===== src/core/odcb_pkg.sv =====
// Constants, field layouts and carrier types of the output divider configuration bank
// What this block does
// - Eight-bit integer divider in bits 11:4; applied ratio is field plus one.
// - Fraction is 20 bits; its top four bits sit in bits 3:0 of the integer word.
// - The next word holds fraction bits 15:0, joined below the top four bits.
// - Channel 6 prescale code 000 divides by 2, 001 by 3, 111 by 1; rest reserved.
// - With the fraction path off, the channel 6 prescaler is bypassed regardless.
// - Bit 9 of the channel 6 mode word switches the fraction path on or off.
// - Bit 8 picks single-ended slew: zero normal, one slow.
// - Bit 6 enables the positive single-ended output, bit 7 the negative one.
// - Driver field bits 4:3: 00 or 01 differential, 10 single-ended, 11 HCSL.
// - Output field bits 2:1: off, clock, static low, static high.
// - Bit 0 picks supply range: zero 1.8 V, one 2.5/3.3 V.
package odcb_pkg;

    // ----------------------------------------------------------------
    // Bus and word sizes
    // ----------------------------------------------------------------
    localparam int ODCB_ADR_W = 8;
    localparam int ODCB_DAT_W = 32;
    localparam int ODCB_WORD_W = 16;

    // ----------------------------------------------------------------
    // Register indices; byte address is four times the index
    // ----------------------------------------------------------------
    localparam logic [5:0] IDX_CH5_INT = 6'h0d;
    localparam logic [5:0] IDX_CH5_FRAC = 6'h0e;
    localparam logic [5:0] IDX_CH6_MODE = 6'h0f;
    localparam logic [5:0] IDX_CH6_INT = 6'h10;
    localparam logic [5:0] IDX_CH6_FRAC = 6'h11;
    localparam logic [5:0] IDX_CH7_MODE = 6'h12;

    // ----------------------------------------------------------------
    // Reset values
    // ----------------------------------------------------------------
    localparam logic [15:0] RST_CH5_INT = 16'h0000;
    localparam logic [15:0] RST_CH5_FRAC = 16'h0000;
    localparam logic [15:0] RST_CH6_MODE = 16'h0000;
    localparam logic [15:0] RST_CH6_INT = 16'h0000;
    localparam logic [15:0] RST_CH6_FRAC = 16'h0000;
    localparam logic [15:0] RST_CH7_MODE = 16'h0000;

    // ----------------------------------------------------------------
    // Field positions
    // ----------------------------------------------------------------
    localparam int INT_DIV_MSB = 11;
    localparam int INT_DIV_LSB = 4;
    localparam int FRAC_HI_MSB = 3;
    localparam int PRESCALE_MSB = 12;
    localparam int PRESCALE_LSB = 10;
    localparam int PATH_ON_BIT = 9;
    localparam int SLEW_BIT = 8;
    localparam int NEG_ON_BIT = 7;
    localparam int POS_ON_BIT = 6;
    localparam int DRIVER_MSB = 4;
    localparam int DRIVER_LSB = 3;
    localparam int STATE_MSB = 2;
    localparam int STATE_LSB = 1;
    localparam int SUPPLY_BIT = 0;

    // ----------------------------------------------------------------
    // Prescale codes and ratios
    // ----------------------------------------------------------------
    localparam logic [2:0] PRESCALE_DIV2 = 3'h0;
    localparam logic [2:0] PRESCALE_DIV3 = 3'h1;
    localparam logic [2:0] PRESCALE_DIV1 = 3'h7;
    localparam logic [1:0] RATIO_ONE = 2'h1;
    localparam logic [1:0] RATIO_TWO = 2'h2;
    localparam logic [1:0] RATIO_THREE = 2'h3;
    localparam logic [1:0] RATIO_NONE = 2'h0;

    // ----------------------------------------------------------------
    // Modes and carriers
    // ----------------------------------------------------------------
    typedef enum logic [1:0] {
        ODCB_DRV_DIFF = 2'h0,
        ODCB_DRV_SINGLE = 2'h1,
        ODCB_DRV_HCSL = 2'h3
    } odcb_driver_e;

    typedef enum logic [1:0] {
        ODCB_OUT_OFF = 2'h0,
        ODCB_OUT_CLOCK = 2'h1,
        ODCB_OUT_LOW = 2'h2,
        ODCB_OUT_HIGH = 2'h3
    } odcb_out_state_e;

    typedef struct packed {
        logic [8:0] int_ratio;
        logic [19:0] fraction;
    } odcb_divider_s;

    typedef struct packed {
        odcb_divider_s div;
        logic [1:0] prescale_ratio;
        logic prescale_bypass;
        logic prescale_reserved;
        logic path_on;
        logic slew_slow;
        logic pos_on;
        logic neg_on;
        odcb_driver_e driver;
        odcb_out_state_e out_state;
        logic supply_high;
    } odcb_ch6_s;

endpackage : odcb_pkg


===== src/core/odcb_bank.sv =====
// Wishbone register bank holding the channel 5 and channel 6 output divider settings
`timescale 1ns/100ps
`default_nettype none

module odcb_bank
    import odcb_pkg::*;
(
    input wire logic clk_i,
    input wire logic rst_i,
    input wire logic wb_cyc_i,
    input wire logic wb_stb_i,
    input wire logic wb_we_i,
    input wire logic [ODCB_ADR_W-1:0] wb_adr_i,
    input wire logic [3:0] wb_sel_i,
    input wire logic [ODCB_DAT_W-1:0] wb_dat_i,
    output logic [ODCB_DAT_W-1:0] wb_dat_o,
    output logic wb_ack_o,
    output odcb_divider_s ch5_cfg_o,
    output odcb_ch6_s ch6_cfg_o,
    output logic [ODCB_WORD_W-1:0] ch7_mode_o
);

    // ----------------------------------------------------------------
    // Helpers
    // ----------------------------------------------------------------
    // Byte-lane merge; lanes 2 and 3 carry nothing in these 16-bit words
    function automatic logic [15:0] odcb_merge(input logic [15:0] old,
                                               input logic [15:0] wdat,
                                               input logic [1:0] sel);
        odcb_merge = {sel[1] ? wdat[15:8] : old[15:8], sel[0] ? wdat[7:0] : old[7:0]};
    endfunction : odcb_merge

    // Integer field plus one, widened so a field of 8'hff gives 256
    function automatic logic [8:0] odcb_ratio(input logic [15:0] w);
        odcb_ratio = {1'b0, w[INT_DIV_MSB:INT_DIV_LSB]} + 9'h001;
    endfunction : odcb_ratio

    // Top four fraction bits from the integer word, low sixteen from the next
    function automatic logic [19:0] odcb_frac(input logic [15:0] hi, input logic [15:0] lo);
        odcb_frac = {hi[FRAC_HI_MSB:0], lo};
    endfunction : odcb_frac

    // ----------------------------------------------------------------
    // Storage and bus decode
    // ----------------------------------------------------------------
    logic [15:0] ch5_int_div_frac_high;
    logic [15:0] ch5_frac_low;
    logic [15:0] ch6_output_mode;
    logic [15:0] ch6_int_div_frac_high;
    logic [15:0] ch6_frac_low;
    logic [15:0] ch7_output_mode;
    logic [15:0] read_word;
    logic req;
    logic wr_take;
    logic [5:0] idx;

    // A request is taken once; the ack flop blocks a second take
    assign req = wb_cyc_i & wb_stb_i;
    assign idx = wb_adr_i[7:2];
    assign wr_take = req & wb_ack_o & wb_we_i;

    // Ack one cycle after the strobe, dropped the cycle after
    always_ff @(posedge clk_i) begin
        if (rst_i) begin
            wb_ack_o <= 1'b0;
        end else begin
            wb_ack_o <= req & ~wb_ack_o;
        end
    end

    // Read mux; unmapped indices read zero and take no write
    always_comb begin
        case (idx)
            IDX_CH5_INT: read_word = ch5_int_div_frac_high;
            IDX_CH5_FRAC: read_word = ch5_frac_low;
            IDX_CH6_MODE: read_word = ch6_output_mode;
            IDX_CH6_INT: read_word = ch6_int_div_frac_high;
            IDX_CH6_FRAC: read_word = ch6_frac_low;
            IDX_CH7_MODE: read_word = ch7_output_mode;
            default: read_word = 16'h0000;
        endcase
    end

    // Read data is captured as the ack is raised, upper half always zero
    always_ff @(posedge clk_i) begin
        if (rst_i) begin
            wb_dat_o <= 32'h0000_0000;
        end else if (req & ~wb_ack_o) begin
            wb_dat_o <= {16'h0000, read_word};
        end
    end

    // Writes land on the edge that sees ack high; full word kept as written
    always_ff @(posedge clk_i) begin
        if (rst_i) begin
            ch5_int_div_frac_high <= RST_CH5_INT;
            ch5_frac_low <= RST_CH5_FRAC;
            ch6_output_mode <= RST_CH6_MODE;
            ch6_int_div_frac_high <= RST_CH6_INT;
            ch6_frac_low <= RST_CH6_FRAC;
            ch7_output_mode <= RST_CH7_MODE;
        end else if (wr_take) begin
            case (idx)
                IDX_CH5_INT: begin
                    ch5_int_div_frac_high <= odcb_merge(ch5_int_div_frac_high, wb_dat_i[15:0],
                                                        wb_sel_i[1:0]);
                end
                IDX_CH5_FRAC: begin
                    ch5_frac_low <= odcb_merge(ch5_frac_low, wb_dat_i[15:0], wb_sel_i[1:0]);
                end
                IDX_CH6_MODE: begin
                    ch6_output_mode <= odcb_merge(ch6_output_mode, wb_dat_i[15:0], wb_sel_i[1:0]);
                end
                IDX_CH6_INT: begin
                    ch6_int_div_frac_high <= odcb_merge(ch6_int_div_frac_high, wb_dat_i[15:0],
                                                        wb_sel_i[1:0]);
                end
                IDX_CH6_FRAC: begin
                    ch6_frac_low <= odcb_merge(ch6_frac_low, wb_dat_i[15:0], wb_sel_i[1:0]);
                end
                IDX_CH7_MODE: begin
                    ch7_output_mode <= odcb_merge(ch7_output_mode, wb_dat_i[15:0], wb_sel_i[1:0]);
                end
                default: begin
                end
            endcase
        end
    end

    // ----------------------------------------------------------------
    // Field decode toward the divider and driver logic
    // ----------------------------------------------------------------
    // Registered so the divider sees settled settings one cycle after a write
    always_ff @(posedge clk_i) begin
        if (rst_i) begin
            ch5_cfg_o <= '0;
        end else begin
            ch5_cfg_o.int_ratio <= odcb_ratio(ch5_int_div_frac_high);
            ch5_cfg_o.fraction <= odcb_frac(ch5_int_div_frac_high, ch5_frac_low);
        end
    end

    // Channel 6; negative-side enable is passed as written, software keeps it paired
    always_ff @(posedge clk_i) begin
        if (rst_i) begin
            ch6_cfg_o <= '0;
            ch7_mode_o <= RST_CH7_MODE;
        end else begin
            ch6_cfg_o.div.int_ratio <= odcb_ratio(ch6_int_div_frac_high);
            ch6_cfg_o.div.fraction <= odcb_frac(ch6_int_div_frac_high, ch6_frac_low);
            ch6_cfg_o.path_on <= ch6_output_mode[PATH_ON_BIT];
            ch6_cfg_o.slew_slow <= ch6_output_mode[SLEW_BIT];
            ch6_cfg_o.pos_on <= ch6_output_mode[POS_ON_BIT];
            ch6_cfg_o.neg_on <= ch6_output_mode[NEG_ON_BIT];
            ch6_cfg_o.supply_high <= ch6_output_mode[SUPPLY_BIT];
            ch6_cfg_o.out_state <= odcb_out_state_e'(ch6_output_mode[STATE_MSB:STATE_LSB]);
            ch7_mode_o <= ch7_output_mode;
            // Both low codes choose the differential driver
            case (ch6_output_mode[DRIVER_MSB:DRIVER_LSB])
                2'h2: ch6_cfg_o.driver <= ODCB_DRV_SINGLE;
                2'h3: ch6_cfg_o.driver <= ODCB_DRV_HCSL;
                default: ch6_cfg_o.driver <= ODCB_DRV_DIFF;
            endcase
            // Path off bypasses the prescaler; a reserved code is flagged, not guessed
            if (!ch6_output_mode[PATH_ON_BIT]) begin
                ch6_cfg_o.prescale_bypass <= 1'b1;
                ch6_cfg_o.prescale_ratio <= RATIO_ONE;
                ch6_cfg_o.prescale_reserved <= 1'b0;
            end else begin
                ch6_cfg_o.prescale_bypass <= 1'b0;
                case (ch6_output_mode[PRESCALE_MSB:PRESCALE_LSB])
                    PRESCALE_DIV2: begin
                        ch6_cfg_o.prescale_ratio <= RATIO_TWO;
                        ch6_cfg_o.prescale_reserved <= 1'b0;
                    end
                    PRESCALE_DIV3: begin
                        ch6_cfg_o.prescale_ratio <= RATIO_THREE;
                        ch6_cfg_o.prescale_reserved <= 1'b0;
                    end
                    PRESCALE_DIV1: begin
                        ch6_cfg_o.prescale_ratio <= RATIO_ONE;
                        ch6_cfg_o.prescale_reserved <= 1'b0;
                    end
                    default: begin
                        ch6_cfg_o.prescale_ratio <= RATIO_NONE;
                        ch6_cfg_o.prescale_reserved <= 1'b1;
                    end
                endcase
            end
        end
    end
endmodule : odcb_bank

`default_nettype wire


===== config.mk =====
export PLATFORM = sky130hd
export DESIGN_NAME = odcb_bank
export DESIGN_NICKNAME = d
export VERILOG_FILES = /design/src/core/odcb_pkg.sv /design/src/core/odcb_bank.sv
export SDC_FILE = /design/constraint.sdc
export NUM_CORES = 1
export LEC_CHECK = 0
export BUFFER_PORTS_ARGS = -buffer_cell sky130_fd_sc_hd__buf_4
export CAP_MARGIN = 0
export CORE_MARGIN = 1
export CORE_UTILIZATION = 54
export CTS_CLUSTER_SIZE = 12
export DETAILED_ROUTE_END_ITERATION = 8
export PLACE_DENSITY_LB_ADDON = 0.3
export SLEW_MARGIN = 25
export SYNTH_ARGS = -nofsm -noshare
export SYNTH_HDL_FRONTEND = slang
export SYNTH_SLANG_ARGS = --single-unit

===== constraint.sdc =====
create_clock -name clk_i -period 2.1 [get_ports clk_i]
set_clock_uncertainty 0.1 [all_clocks]
set_input_delay 0.42 -clock clk_i [delete_from_list [all_inputs] [get_ports clk_i]]
set_output_delay 0.42 -clock clk_i [all_outputs]
set_load 0.05 [all_outputs]

After elaboration in Yosys (flattened, before gate mapping)

Cells that the tools add are included.

Add/subtract/negate cells: 2
Eq/ne operators: 10
Muxes and demuxes: 5
Bitwise logic cells: 6
Reduce and logical (&&, ||, !) cells: 15

Operators with widths:

| cell                | number |
|---|---|
| $pmux 16 s6         | 1 |
| $reduce_and 3->1    | 12 |
| $add 8x1->9 const B | 2 |
| $eq 6x4->1 const B  | 3 |
| $eq 6x5->1 const B  | 3 |
| $pmux 2 s3          | 1 |
| $and 1x1->1         | 4 |
| $eq 2x2->1 const B  | 2 |
| $pmux 2 s2          | 1 |
| $eq 3x1->1 const B  | 1 |
| $eq 3x3->1 const B  | 1 |
| $logic_not 3->1     | 1 |
| $mux 3              | 1 |
| $reduce_or 3->1     | 1 |
| $not 1->1           | 2 |
| $reduce_or 2->1     | 1 |
| $mux 1              | 1 |

Register bits after elaboration: 200
Output and inout bits: 120

Longest topological paths before layout

Word-level depth: 4
Mapped depth: 6
Gate-level depth less buffers: 4

Least setup slack after synthesis

Ideal clock, no wire load.

Path type: register to register
Start: register wb_ack_o
End: register ch5_int_div_frac_high[6]
Arrival: 1700 ps
Data required time: 1872 ps
Setup slack: 173 ps
Cell stages (with the launch flop): 7
Buffers on the path: 2
Clock period less this slack: 1927 ps
Path through: dfxtp_1 -> and4_1 -> buf_2 -> buf_6 -> nand4_4 -> mux2i_1 -> nor2_1

Longest elaborated chain between the ends: 3

RTL lines:

| element                           | RTL line         | source |
|---|---|---|
| start, declared                   | odcb_bank.sv:17  | `output logic wb_ack_o,` |
| start signal, assigned            | odcb_bank.sv:67  | `wb_ack_o <= req & ~wb_ack_o;` |
| $and 1x1->1 (2 in a row)          | odcb_bank.sv:60  | `assign wr_take = req & wb_ack_o & wb_we_i;` |
| $reduce_and 3->1 (no source line) | -                |  |
| end signal, assigned              | odcb_bank.sv:105 | `ch5_int_div_frac_high <= odcb_merge(ch5_int_div_frac_high, wb_dat_i[15:0],` |
| end, declared                     | odcb_bank.sv:46  | `logic [15:0] ch5_int_div_frac_high;` |

Every way passes these cells.
A chain may end at the register's enable or synchronous reset.

Worst setup path in the final report

Start: register wb_ack_o
End: register ch6_output_mode[14]

Longest elaborated chain between the ends: 3

RTL lines:

| element                           | RTL line         | source |
|---|---|---|
| $and 1x1->1 (2 in a row)          | odcb_bank.sv:60  |  |
| $reduce_and 3->1 (no source line) | -                |  |
| end signal, assigned              | odcb_bank.sv:112 | `ch6_output_mode <= odcb_merge(ch6_output_mode, wb_dat_i[15:0], wb_sel_i[1:0]);` |
| end, declared                     | odcb_bank.sv:48  | `logic [15:0] ch6_output_mode;` |

Every way passes these cells.

==> impl_metrics.tcl <==
set metrics [dict create \
    fin_nets 894 \
    path_cells "and4_1, buf_12, nand4_2, mux2i_1, nor2_1" \
    max_stage_delay_ps 370 \
    core_sq_um 13900 \
    die_area_sq_um 14800 \
    cp_max_fo 12 \
    htree_levels 4 \
    largest_register_ffs 42 \
    crit_slowest_cell "dfxtp_1" \
    crit_family "simple AND/OR/NAND/NOR gates" \
    drt_iter0_drc 423 \
    clk_pin_slew_ps 70 \
    place.gp.congestion 0.877 \
    p_leak_nw 4.59 \
    cts_sinks 200 \
    fin_cells 1036 \
    min_period_ps 1760 \
    grt_setup_unrepaired "no" \
    critPathKind "flop to flop" \
    routedWlPerCell_um 17.2 \
    ys_async_sr_fraction_pct 0 \
    required_ps 2300 \
    hold_depth 3 \
    cts_resized 0 \
    dp_hpwl_um 12800 \
    grt_pass1_wl_um 28100 \
    fill_cells 1039 \
    setup_viol 0 \
    die_w_um 122 \
    n_antenna_cell 0 \
    hold_viol 0 \
    start_util_pct 55.6 \
    drv_cap 0 \
    fin_tns_setup_ps 0 \
    cts_root_buf "clkbuf_16" \
    final_cell_mix "dfxtp_1, buf_4, nor2_1" \
    slew_headroom_pct 57.5 \
    rrSetupSlack_ps 340 \
    slew_viol_final 0 \
    cts_buffer_depth 2 \
    track_usage_pct 25.2 \
    ys_ff_latch 200 \
    worstSkewPairLatency_ps 440 \
    finalCritPeriodShare_pct 83.7 \
    ys_types 43 \
    drive_above_1_share_pct 27.1 \
    max_clock_freq_ghz 0.569 \
    peakVddDrop_v 0.000494 \
    regMostFlops "ch6_cfg_o" \
    tightest_slew_ps 638 \
    crit_start "wb_ack_o" \
    syn_to_final_growth_pct 22.5 \
    dp.cells 1004 \
    grt_max_degree 80 \
    place.port_buffers 132 \
    r2r-end "ch6_output_mode[14]" \
    gr-total-overflow 0 \
    start_kind "flop" \
    netlist_area_sq_um 7750 \
    crit_cells 5 \
    syn_inst 710 \
    placed_area_sq_um 8930 \
    vias_per_cell 5.40 \
    drc 0 \
    ant_nets 0 \
    cts_tree "built" \
    io_pins 169 \
    ys_seq_area_share_pct 51.7 \
    endpoint "ch6_output_mode[14]" \
    regToRegStartpoint "wb_ack_o" \
    cts_setup_buffers 0 \
    ys.flop_type "dfxtp_1" \
    holdCritPathClass "input port to flop" \
    final_common_cell "dfxtp_1" \
    grt_pass1_vias 5458 \
    yosysWarnings 0 \
    synth_edf_count 0 \
    cts_made_buffers 17 \
    hold_buffers 0 \
    worstRegToRegCells 5 \
    die_h_um 122 \
    num_vias 5596 \
    firstDrtPassIters 5 \
    wl_um 17800 \
    cp_num_buf_inv 1 \
    antenna_found_initial 0 \
    syn_area_per_cell_sq_um 10.9 \
    status "finished clean" \
    stdcell_area_sq_um 9490 \
    hold_ws_ps 182 \
    reg_top3 "ch6_cfg_o: 42 flops, ch5_cfg_o: 29 flops" \
    power_mw 7.40 \
    rows 43 \
    critPathCaptureType "flop" \
    cp.arrival_ps 1960 \
    powerDensity_nw_per_um2 780 \
]
[cell families (layout without fill, tap and decap cells)]
family,after synthesis,count (layout),share of synthesized area [%]
XOR/XNOR,9,9,1.02
AND/OR/NAND/NOR,253,253,19.2
other,1,16,0.0484
buffers and inverters,59,190,4.36
adder cells (fa/ha/maj),2,2,0.323
flip-flops,200,200,51.7
AO/OA/AOI/OAI,62,62,7.11
multiplexers,124,124,16.3
[worst min-delay path: cells and delay by family]
kind	cells	cell delay, ps
multiplexers	1	70
AND/OR/NAND/NOR	1	70
buffers and inverters	1	120
[power by group]
| part | leakage, nW | internal, mW | switching (mW) |
|---|---|---|---|
| Clock | 0.247 | 1.65 | 1.41 |
| Sequential | 1.61 | 3.81 | 0.0164 |
| Combinational | 2.72 | 0.141 | 0.362 |
[area by class of cell]
type / instances / area [sq um] / area share (%)
multi-input combinational: 466 / 3470 / 36.5
inverter: 1 / 3.75 / 0.0396
timing repair buffer: 157 / 1230 / 13.0
clock inverter: 12 / 120 / 1.27
sequential: 200 / 4000 / 42.2
tap: 180 / 225 / 2.37
clock buffer: 20 / 437 / 4.60
[metrics by stage]
step                      setup WS [ps]  utilization [%]
after CTS                           328             68.1
after global routing                231             68.1
after detailed placement           35.8             64.1
final                               342             68.1
after floorplan                     173                -
after global placement             79.5             64.1
[worst min path at each step]
stage	startpoint	endpoint	slack (ps)
final	wb_dat_i[15]	ch6_int_div_frac_high[15]	180
after global routing	wb_dat_i[15]	ch6_output_mode[15]	180
after CTS	wb_dat_i[15]	ch6_int_div_frac_high[15]	170
after detailed placement	ch6_output_mode[8]	ch6_cfg_o[7]	370
after global placement	ch5_frac_low[0]	ch5_cfg_o[0]	360
after floorplan	ch6_output_mode[9]	ch6_cfg_o[10]	330
[metal layers]
metal,global-route usage (%),vias to the layer above,share of wire [%]
met4,11.3,0,3.0
met1,30.2,2704,42
met5,0,-,0
li1,-,2670,-
met2,42.9,184,50
met3,5.48,38,5.0
[cell usage after synthesis, drive strengths merged, types with 5 or more instances]
library cell	count	area, sq um
xnor2	6	52.6
mux2	16	180
nand4	13	253
nor2b	68	425
a221oi	16	203
nor3	13	126
nand2	6	22.5
nor2	127	477
dfxtp	200	4000
o21ai	5	25.0
nand3	6	30.0
and2	7	45.1
a211oi	15	163
clkbuf	20	75.1
mux2i	108	1080
a21oi	16	80.1
buf	38	259
No activity file was read; power rests on OpenSTA's default activity.
